## src/common/ext_decode_pkg.sv

```systemverilog
// Package: constants and carriers for the external data paging and I/O decode block
package ext_decode_pkg;
	// ****************************************
	// Register map (APB byte addresses)
	// ****************************************
	localparam logic [7:0] ADDR_PAGE = 8'h00;
	localparam logic [7:0] ADDR_IRQ0 = 8'h04;
	localparam logic [7:0] ADDR_NMI = 8'h14;
	localparam logic [7:0] ADDR_IDENT = 8'h18;
	localparam logic [7:0] ADDR_STATUS = 8'h1C;
	localparam logic [7:0] ADDR_STRAP = 8'h20;
	localparam int NUM_SEL = 5;
	// ****************************************
	// Field layout
	// ****************************************
	localparam int PAGE_W = 5;
	localparam int NVM_SEL_POS = 7;
	localparam int SEL_W = 3;
	localparam int NVM_ADDR_W = 20;
	localparam int LOW_ADDR_W = 15;
	localparam int WIN_BIT = 15;
	// ****************************************
	// I/O region bands, top three address bits
	// ****************************************
	localparam int IO_BAND_LSB = 13;
	localparam logic [2:0] IO_USART = 3'h0;
	localparam logic [2:0] IO_USB = 3'h1;
	localparam logic [2:0] IO_SERIAL = 3'h2;
	localparam logic [2:0] IO_BOARD_MIN = 3'h4;
	localparam logic [7:0] PAGE_RESET = 8'h00;
	localparam logic [7:0] SEL_RESET = 8'h00;
	// Board identity value is arbitrary
	localparam logic [7:0] BOARD_IDENT = 8'h5A;
	// ****************************************
	// Strap codes, switches 1..6 in bits 0..5, 1 = ON
	// ****************************************
	localparam logic [5:0] STRAP_FLASH_WE = 6'h0A;
	localparam logic [5:0] STRAP_FLASH_WP = 6'h12;
	localparam logic [5:0] STRAP_EPROM_SMALL = 6'h14;
	localparam logic [5:0] STRAP_EPROM_512K = 6'h24;
	localparam logic [5:0] STRAP_EPROM_1M = 6'h21;
	localparam int ALLOW_SW = 3;
	localparam int BLOCK_SW = 4;

	typedef enum logic [2:0] {
		MEM_NONE,
		MEM_FLASH_WE,
		MEM_FLASH_WP,
		MEM_EPROM_SMALL,
		MEM_EPROM_512K,
		MEM_EPROM_1M
	} mem_type_t;

	typedef struct packed {
		logic valid;
		logic write;
		logic ioSpace;
		logic [15:0] addr;
	} cpu_cycle_t;

	typedef struct packed {
		logic sramSel;
		logic nvmSel;
		logic nvmWrite;
		logic usartSel;
		logic usbSel;
		logic serialSiteSel;
		logic parallelSiteSel;
		logic boardRegSel;
	} sel_t;
endpackage

```

## src/verilog/ext_data_paging.sv

```systemverilog
// Board decode: nonvolatile paging, I/O region decode, interrupt routing, APB registers
//
// Decided for this implementation: the placing of the registers and the APB slave port.
`timescale 1ns/1ps
module ext_data_paging #(
	parameter int IRQ_SRC_N = 4,
	parameter logic [7:0] BOARD_REV = 8'h02
) (
	input wire logic clk,
	input wire logic rst_n,
	input wire logic clkEn,
	// APB slave
	input wire logic psel,
	input wire logic penable,
	input wire logic pwrite,
	input wire logic [7:0] paddr,
	input wire logic [31:0] pwdata,
	output logic [31:0] prdata,
	output logic pready,
	output logic pslverr,
	// Processor bus
	input wire ext_decode_pkg::cpu_cycle_t cpuCycle,
	input wire logic io_region_flag,
	input wire logic [15:0] cpuDataIn,
	output logic [15:0] cpuDataOut,
	output ext_decode_pkg::sel_t selects,
	output logic [ext_decode_pkg::NVM_ADDR_W-1:0] nvmAddr,
	// Straps and start-up configuration
	input wire logic byte_nvm_boot_mode,
	input wire logic [7:0] startupConfig,
	input wire logic [5:0] memory_type_switches,
	// Interrupts
	input wire logic usartIrq,
	input wire logic usbIrq,
	input wire logic [IRQ_SRC_N-3:0] otherIrq,
	output logic [3:0] ext_irq_inputs,
	output logic nmiOut
);
	initial begin
		if (IRQ_SRC_N < 3 || IRQ_SRC_N > (1 << ext_decode_pkg::SEL_W)) begin
			$error("ext_data_paging: IRQ_SRC_N out of range");
		end
	end

	// ****************************************
	// State
	// ****************************************
	typedef enum logic [1:0] {
		RST_HOLD,
		RST_LATCH,
		RUN
	} phase_t;

	typedef struct packed {
		phase_t phase;
		logic [7:0] page;
		logic [ext_decode_pkg::NUM_SEL-1:0][ext_decode_pkg::SEL_W-1:0] irqSel;
		logic [7:0] startup;
		logic [31:0] rdata;
		logic rdFresh;
		logic [15:0] cpuData;
	} state_t;

	state_t state_reg;
	state_t state_next;

	ext_decode_pkg::mem_type_t memType;
	logic writeAllowed;
	logic [IRQ_SRC_N-1:0] irqSources;
	logic [ext_decode_pkg::NUM_SEL-1:0] irqRouted;
	logic apbWrite;
	logic apbRead;
	logic inWindow;

	function automatic logic [2:0] ioBand(input logic [15:0] a);
		ioBand = a[ext_decode_pkg::IO_BAND_LSB +: 3];
	endfunction

	function automatic logic addrHit(input logic [7:0] a, input logic [7:0] base);
		addrHit = (a == base);
	endfunction

	function automatic logic isSelAddr(input logic [7:0] a, output int idx);
		logic hit;
		hit = 1'b0;
		idx = 0;
		for (int i = 0; i < ext_decode_pkg::NUM_SEL; i++) begin
			if (addrHit(a, 8'(ext_decode_pkg::ADDR_IRQ0 + 8'(4 * i)))) begin
				hit = 1'b1;
				idx = i;
			end
		end
		isSelAddr = hit;
	endfunction

	strap_decode strapDec (
		.memory_type_switches(memory_type_switches),
		.memType(memType),
		.writeAllowed(writeAllowed)
	);

	// ****************************************
	// Interrupt routing
	// ****************************************
	assign irqSources = {otherIrq, usbIrq, usartIrq};

	genvar g;
	generate
		for (g = 0; g < ext_decode_pkg::NUM_SEL; g++) begin : gRoute
			irq_route #(
				.SRC_N(IRQ_SRC_N)
			) route (
				.sources(irqSources),
				.select(state_reg.irqSel[g]),
				.irqOut(irqRouted[g])
			);
		end
	endgenerate

	assign ext_irq_inputs = irqRouted[3:0];
	assign nmiOut = irqRouted[4];

	// ****************************************
	// Processor bus decode
	// ****************************************
	assign inWindow = cpuCycle.addr[ext_decode_pkg::WIN_BIT];

	always_comb begin
		selects = '0;
		if (cpuCycle.valid && !cpuCycle.ioSpace && inWindow) begin
			// Window served without qualification; overlay bit is the processor's job
			if (state_reg.page[ext_decode_pkg::NVM_SEL_POS]) begin
				selects.nvmSel = 1'b1;
				selects.nvmWrite = cpuCycle.write && writeAllowed;
			end else begin
				selects.sramSel = 1'b1;
			end
		end
		if (cpuCycle.valid && cpuCycle.ioSpace) begin
			// Flag is sampled per cycle; software covers the pipeline lag
			if (io_region_flag) begin
				case (ioBand(cpuCycle.addr))
					ext_decode_pkg::IO_USART: begin
						selects.usartSel = 1'b1;
					end
					ext_decode_pkg::IO_USB: begin
						selects.usbSel = 1'b1;
					end
					ext_decode_pkg::IO_SERIAL: begin
						selects.serialSiteSel = 1'b1;
					end
					default: begin
						// The band between serial site and registers stays unclaimed
						selects.boardRegSel = ioBand(cpuCycle.addr) >= ext_decode_pkg::IO_BOARD_MIN;
					end
				endcase
			end else begin
				selects.parallelSiteSel = 1'b1;
			end
		end
	end

	assign nvmAddr = {state_reg.page[ext_decode_pkg::PAGE_W-1:0],
		cpuCycle.addr[ext_decode_pkg::LOW_ADDR_W-1:0]};
	assign cpuDataOut = state_reg.cpuData;

	// ****************************************
	// APB access
	// ****************************************
	assign apbWrite = psel && penable && pwrite && clkEn && (state_reg.phase == RUN);
	// Read data is caught only in RUN; a setup that fell in RST_LATCH gets one extra wait
	// cycle, so the latched straps are what the first read returns
	assign apbRead = psel && !pwrite && (state_reg.phase == RUN)
		&& !(penable && state_reg.rdFresh);
	assign pready = clkEn && (state_reg.phase == RUN)
		&& (pwrite || !penable || state_reg.rdFresh);
	assign pslverr = 1'b0;
	assign prdata = state_reg.rdata;

	always_comb begin
		int idx;
		idx = 0;
		state_next = state_reg;
		case (state_reg.phase)
			RST_HOLD: begin
				state_next.phase = RST_LATCH;
			end
			RST_LATCH: begin
				// Straps caught after reset release, never in the reset branch
				state_next.startup = startupConfig;
				state_next.page[ext_decode_pkg::NVM_SEL_POS] = byte_nvm_boot_mode;
				state_next.phase = RUN;
			end
			RUN: begin
				if (apbWrite) begin
					if (addrHit(paddr, ext_decode_pkg::ADDR_PAGE)) begin
						state_next.page = pwdata[7:0];
					end else if (isSelAddr(paddr, idx)) begin
						state_next.irqSel[idx] = pwdata[ext_decode_pkg::SEL_W-1:0];
					end
				end
			end
			default: begin
				state_next.phase = RST_HOLD;
			end
		endcase
		// Read data captured in setup so it is stable through the access phase
		if (apbRead) begin
			state_next.rdFresh = 1'b1;
			state_next.rdata = '0;
			if (addrHit(paddr, ext_decode_pkg::ADDR_PAGE)) begin
				state_next.rdata[7:0] = state_reg.page;
			end else if (isSelAddr(paddr, idx)) begin
				state_next.rdata[ext_decode_pkg::SEL_W-1:0] = state_reg.irqSel[idx];
			end else if (addrHit(paddr, ext_decode_pkg::ADDR_IDENT)) begin
				state_next.rdata[15:0] = {BOARD_REV, ext_decode_pkg::BOARD_IDENT};
			end else if (addrHit(paddr, ext_decode_pkg::ADDR_STATUS)) begin
				state_next.rdata[7:0] = state_reg.startup;
			end else if (addrHit(paddr, ext_decode_pkg::ADDR_STRAP)) begin
				state_next.rdata[5:0] = memory_type_switches;
				state_next.rdata[10:8] = memType;
				state_next.rdata[12] = writeAllowed;
			end
		end else if (psel && penable && pready) begin
			state_next.rdFresh = 1'b0;
		end
		// Nonvolatile data on low lane only, high lane driven zero
		if (selects.nvmSel && !cpuCycle.write) begin
			state_next.cpuData = {8'h00, cpuDataIn[7:0]};
		end else if (selects.sramSel && !cpuCycle.write) begin
			state_next.cpuData = cpuDataIn;
		end
	end

	always_ff @(posedge clk) begin
		if (!rst_n) begin
			state_reg <= '0;
			state_reg.phase <= RST_HOLD;
			state_reg.page <= ext_decode_pkg::PAGE_RESET;
		end else if (clkEn) begin
			state_reg <= state_next;
		end
	end
endmodule

```

## src/verilog/irq_route.sv

```systemverilog
// Interrupt source multiplexer for one processor input
`timescale 1ns/1ps
module irq_route #(
	parameter int SRC_N = 4
) (
	input wire logic [SRC_N-1:0] sources,
	input wire logic [ext_decode_pkg::SEL_W-1:0] select,
	output logic irqOut
);
	initial begin
		if (SRC_N < 1 || SRC_N > (1 << ext_decode_pkg::SEL_W)) begin
			$error("irq_route: SRC_N out of range");
		end
	end

	// Codes past the last source give a quiet line
	always_comb begin
		irqOut = 1'b0;
		for (int i = 0; i < SRC_N; i++) begin
			if (select == i[ext_decode_pkg::SEL_W-1:0]) begin
				irqOut = sources[i];
			end
		end
	end
endmodule

```

## src/verilog/strap_decode.sv

```systemverilog
// Memory type strap decoder
`timescale 1ns/1ps
module strap_decode (
	input wire logic [5:0] memory_type_switches,
	output ext_decode_pkg::mem_type_t memType,
	output logic writeAllowed
);
	always_comb begin
		case (memory_type_switches)
			ext_decode_pkg::STRAP_FLASH_WE: memType = ext_decode_pkg::MEM_FLASH_WE;
			ext_decode_pkg::STRAP_FLASH_WP: memType = ext_decode_pkg::MEM_FLASH_WP;
			ext_decode_pkg::STRAP_EPROM_SMALL: memType = ext_decode_pkg::MEM_EPROM_SMALL;
			ext_decode_pkg::STRAP_EPROM_512K: memType = ext_decode_pkg::MEM_EPROM_512K;
			ext_decode_pkg::STRAP_EPROM_1M: memType = ext_decode_pkg::MEM_EPROM_1M;
			default: memType = ext_decode_pkg::MEM_NONE;
		endcase
	end

	// Only a flash with allow on and block off may be written
	assign writeAllowed = (memType == ext_decode_pkg::MEM_FLASH_WE)
		&& memory_type_switches[ext_decode_pkg::ALLOW_SW]
		&& !memory_type_switches[ext_decode_pkg::BLOCK_SW];
endmodule
```

## config.mk

```make
export PLATFORM = sky130hd
export DESIGN_NAME = ext_data_paging
export DESIGN_NICKNAME = d
export VERILOG_FILES = /design/src/common/ext_decode_pkg.sv /design/src/verilog/ext_data_paging.sv /design/src/verilog/irq_route.sv /design/src/verilog/strap_decode.sv
export SDC_FILE = /design/constraint.sdc
export NUM_CORES = 1
export LEC_CHECK = 0
export BUFFER_PORTS_ARGS = -buffer_cell sky130_fd_sc_hd__buf_4
export CAP_MARGIN = 20
export CORE_UTILIZATION = 30
export DETAILED_ROUTE_END_ITERATION = 10
export GPL_TIMING_DRIVEN = 1
export SLEW_MARGIN = 20
export SYNTH_ARGS = -nofsm -noshare
export SYNTH_HDL_FRONTEND = slang
export SYNTH_SLANG_ARGS = --single-unit
```

## constraint.sdc

```tcl
create_clock -name clk -period 2.26 [get_ports clk]
set_input_delay 0.339 -clock clk [delete_from_list [all_inputs] [get_ports clk]]
set_output_delay 0.339 -clock clk [all_outputs]
set_load 0.02 [all_outputs]
```

Word level (Yosys, flattened, before mapping):

Cells that the tools add are included.

* register bits: 66
* latch bits: 0
* RAM bits: 0
* ROM bits: 0
* input port bits: 101
* output and inout port bits: 83
* logic and storage cells: 179
* memories kept: 0

* $add $sub $neg: 0
* $mul: 0
* divide/modulo/power cells: 0
* order comparisons: 4
* equal/unequal tests: 35
* shift-type cells: 0
* multiplexer cells: 78
* bitwise logic cells: 2
* reductions and logical operators: 48

Operators by type and width (number)
* 32-bit 2-to-1 mux: 7
* 32-bit by 5-bit less-than comparator with 1-bit output, second input constant: 2
* 1-bit 2-to-1 mux: 42
* 3-bit by 2-bit == test with 1-bit output, second input constant: 11
* 8-bit by 5-bit == test with 1-bit output, second input constant: 4
* 32-bit by 1-bit greater-or-equal comparator with 1-bit output, second input constant: 1
* 16-bit 2-to-1 mux: 2
* 15-bit 2-to-1 mux: 2
* 3-bit 2-to-1 mux: 8
* 8-bit 2-to-1 mux: 3
* 23-bit 2-to-1 mux: 1
* 3-bit by 1-bit == test with 1-bit output, second input constant: 7
* 1-bit logical AND: 20
* 3-bit zero test: 6
* 8-bit by 4-bit == test with 1-bit output, second input constant: 2
* 15-bit bitwise mux: 1
* 3-bit case mux with 5 select lines: 1
* 6-bit by 5-bit == test with 1-bit output, second input constant: 2
* 6-bit == test, second input constant: 2
* 6-bit 2-to-1 mux: 2
* 11-bit 2-to-1 mux: 1
* 10-bit 2-to-1 mux: 1
* 2-bit AND reduction: 5
* 3-bit binary-select mux with 3-bit select: 1
* other kinds (22): 33

Logic depth before layout (Yosys ltp):

Gate-level depths: netlist of the first run.

* depth in word-level cells: 17
* mapped depth: 7
* gate-level depth less buffers: 5

By module:

Synthesis of the first run repeated with hierarchy kept, for this count alone.

* cells, all modules: 426
* area total of the unflattened synthesis: 3644.7 um^2

Modules (own cells, without submodules)
* ext_data_paging: times used 1, cells each 403, area an instance 3382.0 um^2, sequential area each 1241.2 um^2
* irq_route: times used 5, cells each 2, area an instance 36.3 um^2, sequential area each 0.0 um^2
* strap_decode: times used 1, cells each 13, area an instance 81.3 um^2, sequential area each 0.0 um^2

Worst setup path after synthesis of the first run:

OpenSTA, ideal clock, no wires.

* path type: input to register
* from: input port paddr[3]
* to: register state_reg[78] (netlist bit)
* library setup time: 128 ps
* arrival: 1894 ps
* data required time: 2132 ps
* path slack: 238 ps
* stages on the path: 6
* buffers on the path: 2
* path through: buf_6 > or4_4 > buf_6 > nor4_4 > mux2i_1 > nor2_1

* cells in the longest elaborated chain, start to end: 2

Ends and longest elaborated chain
* start: declaration: line ext_data_paging.sv:16 `input wire logic [7:0] paddr,`
* 8-bit zero test: line ext_data_paging.sv:80 `addrHit = (a == base);`
* 4-bit AND reduction (no line)
* end signal: assignment: line ext_data_paging.sv:241 `state_reg <= state_next;`
* end: declaration: line ext_data_paging.sv:64 `state_t state_reg;`

No other way between the ends.
A chain may end at the register's enable or synchronous reset.

==> metrics.yaml, run 1 <==
cpPeakStageDelay_ns: 0.50
ys_seq_area_share_pct: 34.22
grt_usage_pct: 15.97
period_share_pct: 83.11
drt-pass1-iter-count: 7
finalHoldViolations: 0
grt.overflow.total: 0
yosys.area.top_type: "dfxtp_1"
synthesis.instances: 425
maxCapViolations: 0
dieArea_um2: 12540
start_util_pct: 31.23
fp-row-count: 39
nNetsFinal: 593
min_from: "cpuDataIn[9]"
yosys-top-cells-area: "dfxtp_1 34%, buf_4 15%, mux2i_1 6.9%"
synth.top_cells.by_count: "73 x buf_4, 62 x dfxtp_1, 48 x nand2_1"
powerDensity_nw_per_um2: 627.7
avgViaCountPerCell: 5.027
arrival_ns: 1.54
grt_setup_unrepaired: "no"
synthArstFlopShare_pct: 0
endpoint_kind: "output port"
fp.dieW_um: 112.0
dpl.hpwl_mm: 7.561
reg2reg_setup_slack_ns: 0.52
r2r_cells: 6
insertedDiodeCount: 0
hold-path-cell-count: 3
power_leakage_uw: 0.001845
die_h_um: 112.0
ys.flop_type: "dfxtp_1"
clock-sinks: 62
clock_latency_ns: 0.33
wl_per_cell_um: 15.61
crit_fanout: 3
cts-root-buf: "clkbuf_16"
max_clock_freq_ghz: 0.5324
ios: 184
gp_congestion: 0.8839
setup_violations: 0
setup_tns_ns: 0
io_buffer_count: 112
dr.first_iter.drc_count: 157
holdPathEnd: "cpuDataOut[9]"
cts-buffers-inserted: 9
drive_gt1_share_pct: 32.39
min_path_type: "input port to register"
post-route-drc-count: 16
finClkSkew_ns: 0.004657
postCtsSetupBuffers: 0
fin_crit_ns: 1.878
postCtsHoldBufs: 0
r2r-end: "prdata[4]"
ys_ff_latch: 62
crit_required_ns: 1.92
first_global_vias: 3004
area_delta_synth_final_pct: 24.87
worst-setup-path-type: "register to output port"
grt_pass1_wl_mm: 15.51
peakVddDrop_mv: 0.3296
vias: 3217
post-place-cells: 624
violations: "DRC"
syn_area_um2: 3627
antenna_found_initial: 0
avgSynthCellArea_um2: 8.535
stdcell_count: 640
maxSlewViolCount: 0
clock_tree.buffer_depth: 2
tightest_slew_ns: 0.5753
clk_pin_slew_ns: 0.05
cts_resized: 0
synth-edff-count: 0
core_area_um2: 11610
start_kind: "register"
ys.warnings.count: 0
cts_tree: "done"
yosysTopAreaCellShare_pct: 34.22
yosysMostFrequentCell: "buf_4"
grt_max_degree: 37
relSlewSlack_pct: 61.51
path_cells: "mux4_2 > nor2b_1 > buf_4"
r2r_start: "state_reg[81]"
ant_nets: 0
h-tree-depth: 3
yosys.cell_types.count: 56
outcome: "complete, but fails checks"
fin_hold_ws_ns: 0.2494
drt_wl_total_mm: 9.992
critPathSlowestCell: "mux4_2"
[logic make-up (layout without fill, tap and decap cells)]
kind of cell           count (synthesis)  count (layout)  synth area share [%]
AND/OR/NAND/NOR                      157             157                 22.28
XOR/XNOR                               1               1                0.2415
AO/OA/AOI/OAI                         79              79                 15.28
other                                  1              21                0.1034
multiplexers                          30              30                 10.00
flip-flops                            62              62                 34.22
buffers and inverters                 95             147                 17.87
[through the flow]
stage / total power, µW / utilization, % / cell area (µm²) / worst slack, ns
after floorplan: 1367 / - / 3702 / 0.2383
after global placement: 1453 / 36.33 / 4219 / 0.1500
after detailed placement: 1459 / 36.33 / 4219 / 0.1356
after CTS: 2880 / 39.00 / 4529 / 0.3613
after global routing: 2958 / 39.00 / 4529 / 0.2879
final: 2843 / 39.00 / 4529 / 0.3817
[metal layers]
metal / share of wire [%] / GRT usage, % / vias up
met1: 42 / 19.85 / 1520
met5: 0 / 0 / -
met3: 8.2 / 4.464 / 16
met2: 48 / 26.38 / 137
met4: 1.5 / 5.778 / 0
li1: - / - / 1544
[placed cells by master, fill, tap and decap left out, types with 3 or more instances in the layout]
master,n
nor2b_1,13
a22oi_1,12
buf_4,126
clkinvlp_4,3
a21oi_1,24
mux2i_1,25
or2_2,3
nand3b_1,3
clkbuf_16,9
nand2_1,48
nand3_1,6
a21boi_0,3
mux4_2,5
o21a_1,3
nand2b_1,5
a31oi_1,3
a32oi_1,4
conb_1,21
o21ai_0,7
dfxtp_1,62
nor3b_1,4
nand4_1,3
inv_1,4
nor2_1,47
nor3_1,7
[worst max-delay path: cells and delay by family, from the launching register on]
family / cells / cell delay (ns)
DFF: 1 / 0.39
muxes: 1 / 0.50
buffers and inverters: 1 / 0.16
and+or+nand+nor: 1 / 0.16
[where the power goes]
part | total [µW] | switching (µW) | internal, µW
Combinational | 317 | 179 | 138
Clock | 1410 | 497 | 910
Sequential | 1120 | 10.8 | 1110
Total | 2840 | 687 | 2160
[worst max path at each step]
stage	from	cells past startpoint	endpoint
floorplan	paddr[3]	6	state_reg[78]
global placement	paddr[4]	6	nvmAddr[18]
detailed placement	paddr[4]	6	state_reg[79]
CTS	register	3	ext_irq_inputs[2]
global route	memory_type_switches[4]	6	selects[5]
finish	register	3	ext_irq_inputs[2]
[cell type report]
class	count	area, µm²
Fill cell	1189	7084
Multi-Input combinational cell	288	1818
Sequential cell	62	1241
Timing Repair Buffer	127	965.9
Clock buffer	11	252.7
Tap cell	143	178.9
Clock inverter	5	57.56
Inverter	4	15.01
Note: power is estimated with default switching activity, not from simulation.
==> run 2, diff against run 1 <==
==> constraint.sdc (replaced) <==
create_clock -name clk -period 1.8 [get_ports clk]
set_input_delay 0.27 -clock clk [delete_from_list [all_inputs] [get_ports clk]]
set_output_delay 0.27 -clock clk [all_outputs]
set_load 0.02 [all_outputs]
==> run 2 against run 1 <==
The run still ends with DRC left; cell count grew 4.8%; non-clock buffer count grew 31; clock skew grew 0.0045 ns; critical path depth is the same; global-route usage grew 0.58 points; cell area grew 5.2%; sequential share of layout area shrank 1.2 points; worst hold slack lost 0.070 ns; largest cell class unchanged.
==> metrics.yaml, run 2 (synthesis results as in run 1) <==
fill_cells: 1167  # -1.9%
max_clock_freq_ghz: 0.5741
finalPower_uw: 3546  # +25%
violations: "DRC"
area_delta_synth_final_pct: 31.42
maxSlewViolCount: 0  # unchanged
dpl.hpwl_mm: 7.848  # +3.8%
power_leakage_uw: 0.002005  # +8.7%
dieArea_um2: 12540  # unchanged
grt_pass1_wl_mm: 16.24  # +4.7%
clock-sinks: 62  # unchanged
core_area_um2: 11610  # unchanged
avgViaCountPerCell: 4.911  # -2.3%
fin_crit_ns: 1.742
antenna_found_initial: 0  # unchanged
period_share_pct: 96.78
gp_congestion: 0.9237  # +4.5%
grt_usage_pct: 16.55  # +0.58 points
h-tree-depth: 3  # unchanged
min_path_type: "input port to register"
clock_tree.buffer_depth: 2  # unchanged
drt_wl_total_mm: 10.27  # +2.7%
setup_violations: 0  # unchanged
cts-buffers-inserted: 9  # unchanged
nNetsFinal: 624  # +5.2%
multiInputGateArea_um2: 1836  # +0.96%
finClkSkew_ns: 0.009183  # +0.004526 ns
finalHoldViolations: 0  # unchanged
crit_required_ns: 1.53  # -0.39 ns
dr.first_iter.drc_count: 165  # +5.1%
peakVddDrop_mv: 0.3875  # +18%
worst-setup-path-type: "register to output port"
final-seq-area_um2: 1247  # +0.50%
power_frac_seq_pct: 39.5  # +0.2 points
start_util_pct: 31.23  # unchanged
clk_pin_slew_ns: 0.06  # about the same
p_sw_uw: 882.6  # +29%
fp.dieW_um: 112.0  # unchanged
grt_max_degree: 29  # -22%
drt-pass1-iter-count: 8  # +1
maxCapViolations: 0  # unchanged
io_buffer_count: 112  # unchanged
mostFrequentLayoutCell: "buf_4"
p_sw_share_pct: 24.89  # +0.74 points
grt.overflow.total: 0  # unchanged
endpoint_kind: "output port"
intPower_uw: 2664  # +24%
die_h_um: 112.0  # unchanged
powerDensity_nw_per_um2: 743.9  # +19%
post-route-drc-count: 18  # +2
combPwrFrac_pct: 12.4  # +1.3 points
ant_nets: 0  # unchanged
start_kind: "register"
crit_fanout: 3  # unchanged
cts_tree: "done"
insertedDiodeCount: 0  # unchanged
drive_gt1_share_pct: 37.69  # +5.3 points
outcome: "complete, but fails checks"
clock_latency_ns: 0.33  # about the same
setup_tns_ns: 0  # unchanged
vias: 3295  # +2.4%
first_global_vias: 3202  # +6.6%
arrival_ns: 1.47  # -0.07 ns
wl_per_cell_um: 15.30  # -2.0%
ios: 184  # unchanged
final_cell_mix: "157 x buf_4, 57 x dfxtp_1, 48 x nand2_1"
fp-row-count: 39  # unchanged
clkPwrFrac_pct: 48.1  # -1.4 points
cts-root-buf: "clkbuf_16"
grt_setup_unrepaired: "no"
==> run 2: cell count changes in the layout (fill, tap and decap cells not counted), sizes merged <==
cell and delta:
clkinvlp -3, clkbuf -1, buf +31, clkinv +4
==> run 2: final cells by class <==
cell class | count | area share (%)
multi-input combinational | 288 | 38.50
sequential | 62 | 26.17
timing repair buffer | 158 | 25.14
clock buffer | 10 | 4.803
tap | 143 | 3.753
clock inverter | 6 | 1.312
inverter | 4 | 0.3150
==> run 2: timing repair <==
action / CTS / global route
setup buffers: 0 / 1
setup endpoints to repair: 1 / 9
resized for setup: 1 / 8
hold buffers: 0 / 0
==> run 2: per-layer routing <==
layer  routed length (µm)  up-vias  track usage (%)
li1                     -     1601                -
met1                 4387     1541            20.32
met2                 5020      143            28.41
met3                  770       10            4.355
met4                   87        0            4.800
met5                    0        -                0
==> run 2: worst paths after layout <==
| path | startpoint | endpoint | slack (ns) | cells after the start |
|---|---|---|---|---|
| max | register | ext_irq_inputs[1] | 0.06 | 3 |
| min | cpuDataIn[14] | cpuDataOut[14] | 0.18 | 3 |
| max reg2reg | state_reg[80] | register | 0.20 | 6 |
| min reg2reg | state_reg[55] | state_reg[55] | 0.46 | 2 |
==> run 2: per-stage QoR <==
step	setup slack [ns]	util [%]	cells	hold slack [ns]	instance area (µm²)
CTS	0.0005008	40.79	670	0.1684	4737
global placement	-0.1973	38.27	654	0.4420	4444
global route	0.002647	41.05	671	0.1755	4767
detailed placement	-0.2484	38.27	654	0.4518	4444
finish	0.05804	41.05	671	0.1791	4767
floorplan	-0.1129	-	445	0.4060	3706
==> run 2: critical path: stages (launching register included) <==
cell and delay, ns:
dfxtp_2 0.35, mux4_2 0.49, nor2b_1 0.15, buf_4 0.15
==> run 2: power by group through the flow <==
stage	Combinational (µW)	Clock, µW	Sequential [µW]
after detailed placement	435	0	1430
final	440	1710	1400
after floorplan	289	0	1430
after CTS	437	1750	1400
after global routing	476	1810	1400
after global placement	429	0	1430
==> run 3, diff against run 2 <==
--- a/config.mk
+++ b/config.mk
@@ -8,9 +8,12 @@
 export BUFFER_PORTS_ARGS = -buffer_cell sky130_fd_sc_hd__buf_4
 export CAP_MARGIN = 20
 export CORE_UTILIZATION = 30
+export CTS_BUF_LIST = sky130_fd_sc_hd__clkbuf_8
 export DETAILED_ROUTE_END_ITERATION = 10
 export GPL_TIMING_DRIVEN = 1
+export PLACE_DENSITY_LB_ADDON = 0.2
 export SLEW_MARGIN = 20
 export SYNTH_ARGS = -nofsm -noshare
 export SYNTH_HDL_FRONTEND = slang
+export SYNTH_HIERARCHICAL = 1
 export SYNTH_SLANG_ARGS = --single-unit
==> run 3 against run 2 <==
The run still ends with DRC left; fmax shrank 0.63%; cell area shrank 2.5%; critical path depth is the same; area after synthesis grew 0.48%; cell count shrank 1.8%; core utilization shrank 1.0 points; global-route usage shrank 1.3 points; clock skew shrank 0.00066 ns; die area grew 0.47%; critical path type unchanged; critical endpoint is now ext_irq_inputs[2]; highest routed layer unchanged.
==> metrics.yaml, run 3 <==
outcome: "complete, but fails checks"
violations: "DRC"
nNetsFinal: 612  # -1.9%
synthesis.instances: 426  # +0.24%
synth_fa_ha_area_share_pct: 0  # unchanged
grt_pass1_wl_mm: 15.16  # -6.6%
stdcell_count: 659  # -1.8%
synth_top_family_by_area: "simple AND/OR/NAND/NOR gates"
drive_gt1_share_pct: 37.21  # -0.48 points
cts_tree: "done"
antenna_found_initial: 0  # unchanged
syn_area_um2: 3645  # +0.48%
wl_per_cell_um: 14.38  # -6.0%
critPathSlowestCell: "mux4_2"
grt_setup_unrepaired: "yes"
max_clock_freq_ghz: 0.5705  # -0.63%
ys_ff_latch: 62  # unchanged
post-route-drc-count: 13  # -5
avgViaCountPerCell: 4.750  # -3.3%
placedInstanceArea_um2: 4360  # -1.9%
postCtsHoldBufs: 0  # unchanged
cp_num_cells: 3  # unchanged
insertedDiodeCount: 0  # unchanged
die_h_um: 112.2  # +0.24%
clock-sinks: 62  # unchanged
ios: 184  # unchanged
synthMuxAreaShare_pct: 11.60  # +1.6 points
maxSlewViolCount: 0  # unchanged
ant_nets: 0  # unchanged
cts-root-buf: "clkbuf_8"
drt-pass1-iter-count: 10  # +2
gp_congestion: 0.8585  # -7.1%
grt.overflow.total: 0  # unchanged
worst-setup-path-type: "register to output port"
period_share_pct: 97.39  # +0.61 points
fp.dieW_um: 112.2  # +0.24%
dr.first_iter.drc_count: 176  # +6.7%
setup_tns_ns: 0  # unchanged
min_path_type: "input port to register"
synthSimpleGateAreaFrac_pct: 23.89  # +1.6 points
clk_pin_slew_ns: 0.08  # +0.02 ns
crit_fanout: 3  # unchanged
r2r_cells: 7  # +1
clock_tree.buffer_depth: 2  # unchanged
yosysMostFrequentCell: "buf_4"
drt_wl_total_mm: 9.476  # -7.7%
synthArstFlopShare_pct: 0  # unchanged
endpoint_kind: "output port"
synth_xor_xnor_area_share_pct: 0.4806  # +0.24 points
yosys.area.top_type: "dfxtp_1"
reg2reg_setup_slack_ns: 0.12  # -0.08 ns
grt_max_degree: 38  # +31%
synth_compound_area_share_pct: 12.63  # -2.6 points
dieArea_um2: 12590  # +0.47%
final_cell_mix: "136 x buf_4, 57 x dfxtp_1, 56 x nor2_1"
clock_latency_ns: 0.34  # about the same
finalHoldViolations: 0  # unchanged
cts-buffers-inserted: 9  # unchanged
yosysTopAreaCellShare_pct: 34.05  # -0.16 points
path_buf_inv: 1  # unchanged
first_global_vias: 3071  # -4.1%
post-place-cells: 640  # -2.1%
hold-path-cell-count: 3  # unchanged
maxCapViolations: 0  # unchanged
grt_usage_pct: 15.28  # -1.3 points
peakVddDrop_mv: 0.2903  # -25%
powerDensity_nw_per_um2: 701.1  # -5.8%
fin_crit_ns: 1.753  # +0.01102 ns
utilization_pct: 40.00  # -1.0 points
cpPeakStageDelay_ns: 0.51  # +0.02 ns
mostFrequentLayoutCell: "buf_4"
h-tree-depth: 3  # unchanged
ys.warnings.count: 6  # +6
io_buffer_count: 112  # unchanged
vias: 3130  # -5.0%
finalPower_uw: 3257  # -8.2%
avgSynthCellArea_um2: 8.556  # +0.25%
path_cells: "mux4_2 > nor2b_4 > buf_6"
yosys-top-cells-area: "dfxtp_1 34%, buf_4 14%, mux2i_1 8.5%"
fp-row-count: 39  # unchanged
crit_family: "multiplexers"
ys_seq_area_share_pct: 34.05  # -0.16 points
ys.flop_type: "dfxtp_1"
crit_required_ns: 1.53  # about the same
stdcell_area_um2: 4646  # -2.5%
core_area_um2: 11610  # unchanged
power_leakage_uw: 0.001991  # -0.71%
synth.top_cells.by_count: "69 x buf_4, 62 x dfxtp_1, 56 x nor2_1"
start_kind: "register"
arrival_ns: 1.48  # about the same
synth-edff-count: 0  # unchanged
yosys.cell_types.count: 52  # -7.1%
start_util_pct: 31.38  # +0.15 points
area_delta_synth_final_pct: 27.46
setup_violations: 0  # unchanged
finClkSkew_ns: 0.008519  # -0.0006634 ns
dpl.hpwl_mm: 7.485  # -4.6%
run 3: kinds of logic after synthesis:
family	after synthesis
xor+xnor	2
simple gates	157
flops	62
mux	36
compound gates	71
buf+inv	97
other cells	1
run 3: repair_timing:
action                                  CTS  global route
endpoints found under the setup margin    5            14
buffers inserted                          0             3
gates resized for setup                   6             9
run 3: layer usage:
metal | track usage, % | wire length, µm
met5 | 0 | 0
met4 | 4.889 | 103
met3 | 3.672 | 563
met2 | 26.38 | 4675
met1 | 18.73 | 4134
run 3: final timing paths:
kind,from,endpoint
max,register,ext_irq_inputs[2]
min reg2reg,cpuDataOut[3],cpuDataOut[3]
max reg2reg,state_reg[80],prdata[12]
min,pwdata[3],nvmAddr[18]
run 3: worst min-delay path: cells and delay by family:
family,cells,cell delay (ns)
mux,1,0.05
simple gates,1,0.07
buf+inv,1,0.08
run 3: final cells by class:
| cell class | instances | area [µm²] |
|---|---|---|
| clock buffers | 9 | 123.9 |
| clock inverters | 7 | 103.9 |
| fillers | 1214 | 6968 |
| inverters | 9 | 33.78 |
| multi-input cells | 287 | 1853 |
| flip-flops and latches | 62 | 1255 |
| well taps | 143 | 178.9 |
| repair buffers | 142 | 1097 |
run 3: through the flow:
step | setup slack, ns | hold slack (ns)
floorplan | 0.1613 | 0.4057
global placement | -0.07338 | 0.4431
detailed placement | -0.07299 | 0.4495
CTS | 0.001409 | 0.1442
global route | -0.005820 | 0.1294
finish | 0.04702 | 0.1549
run 3: where the power goes:
group	total (µW)	internal [µW]	switching (µW)	leakage, µW
registers	1400	1390	13.2	0.000504
logic	446	210	237	0.00137
clock network	1410	801	611	0.000115
total	3260	2400	861	0.00199
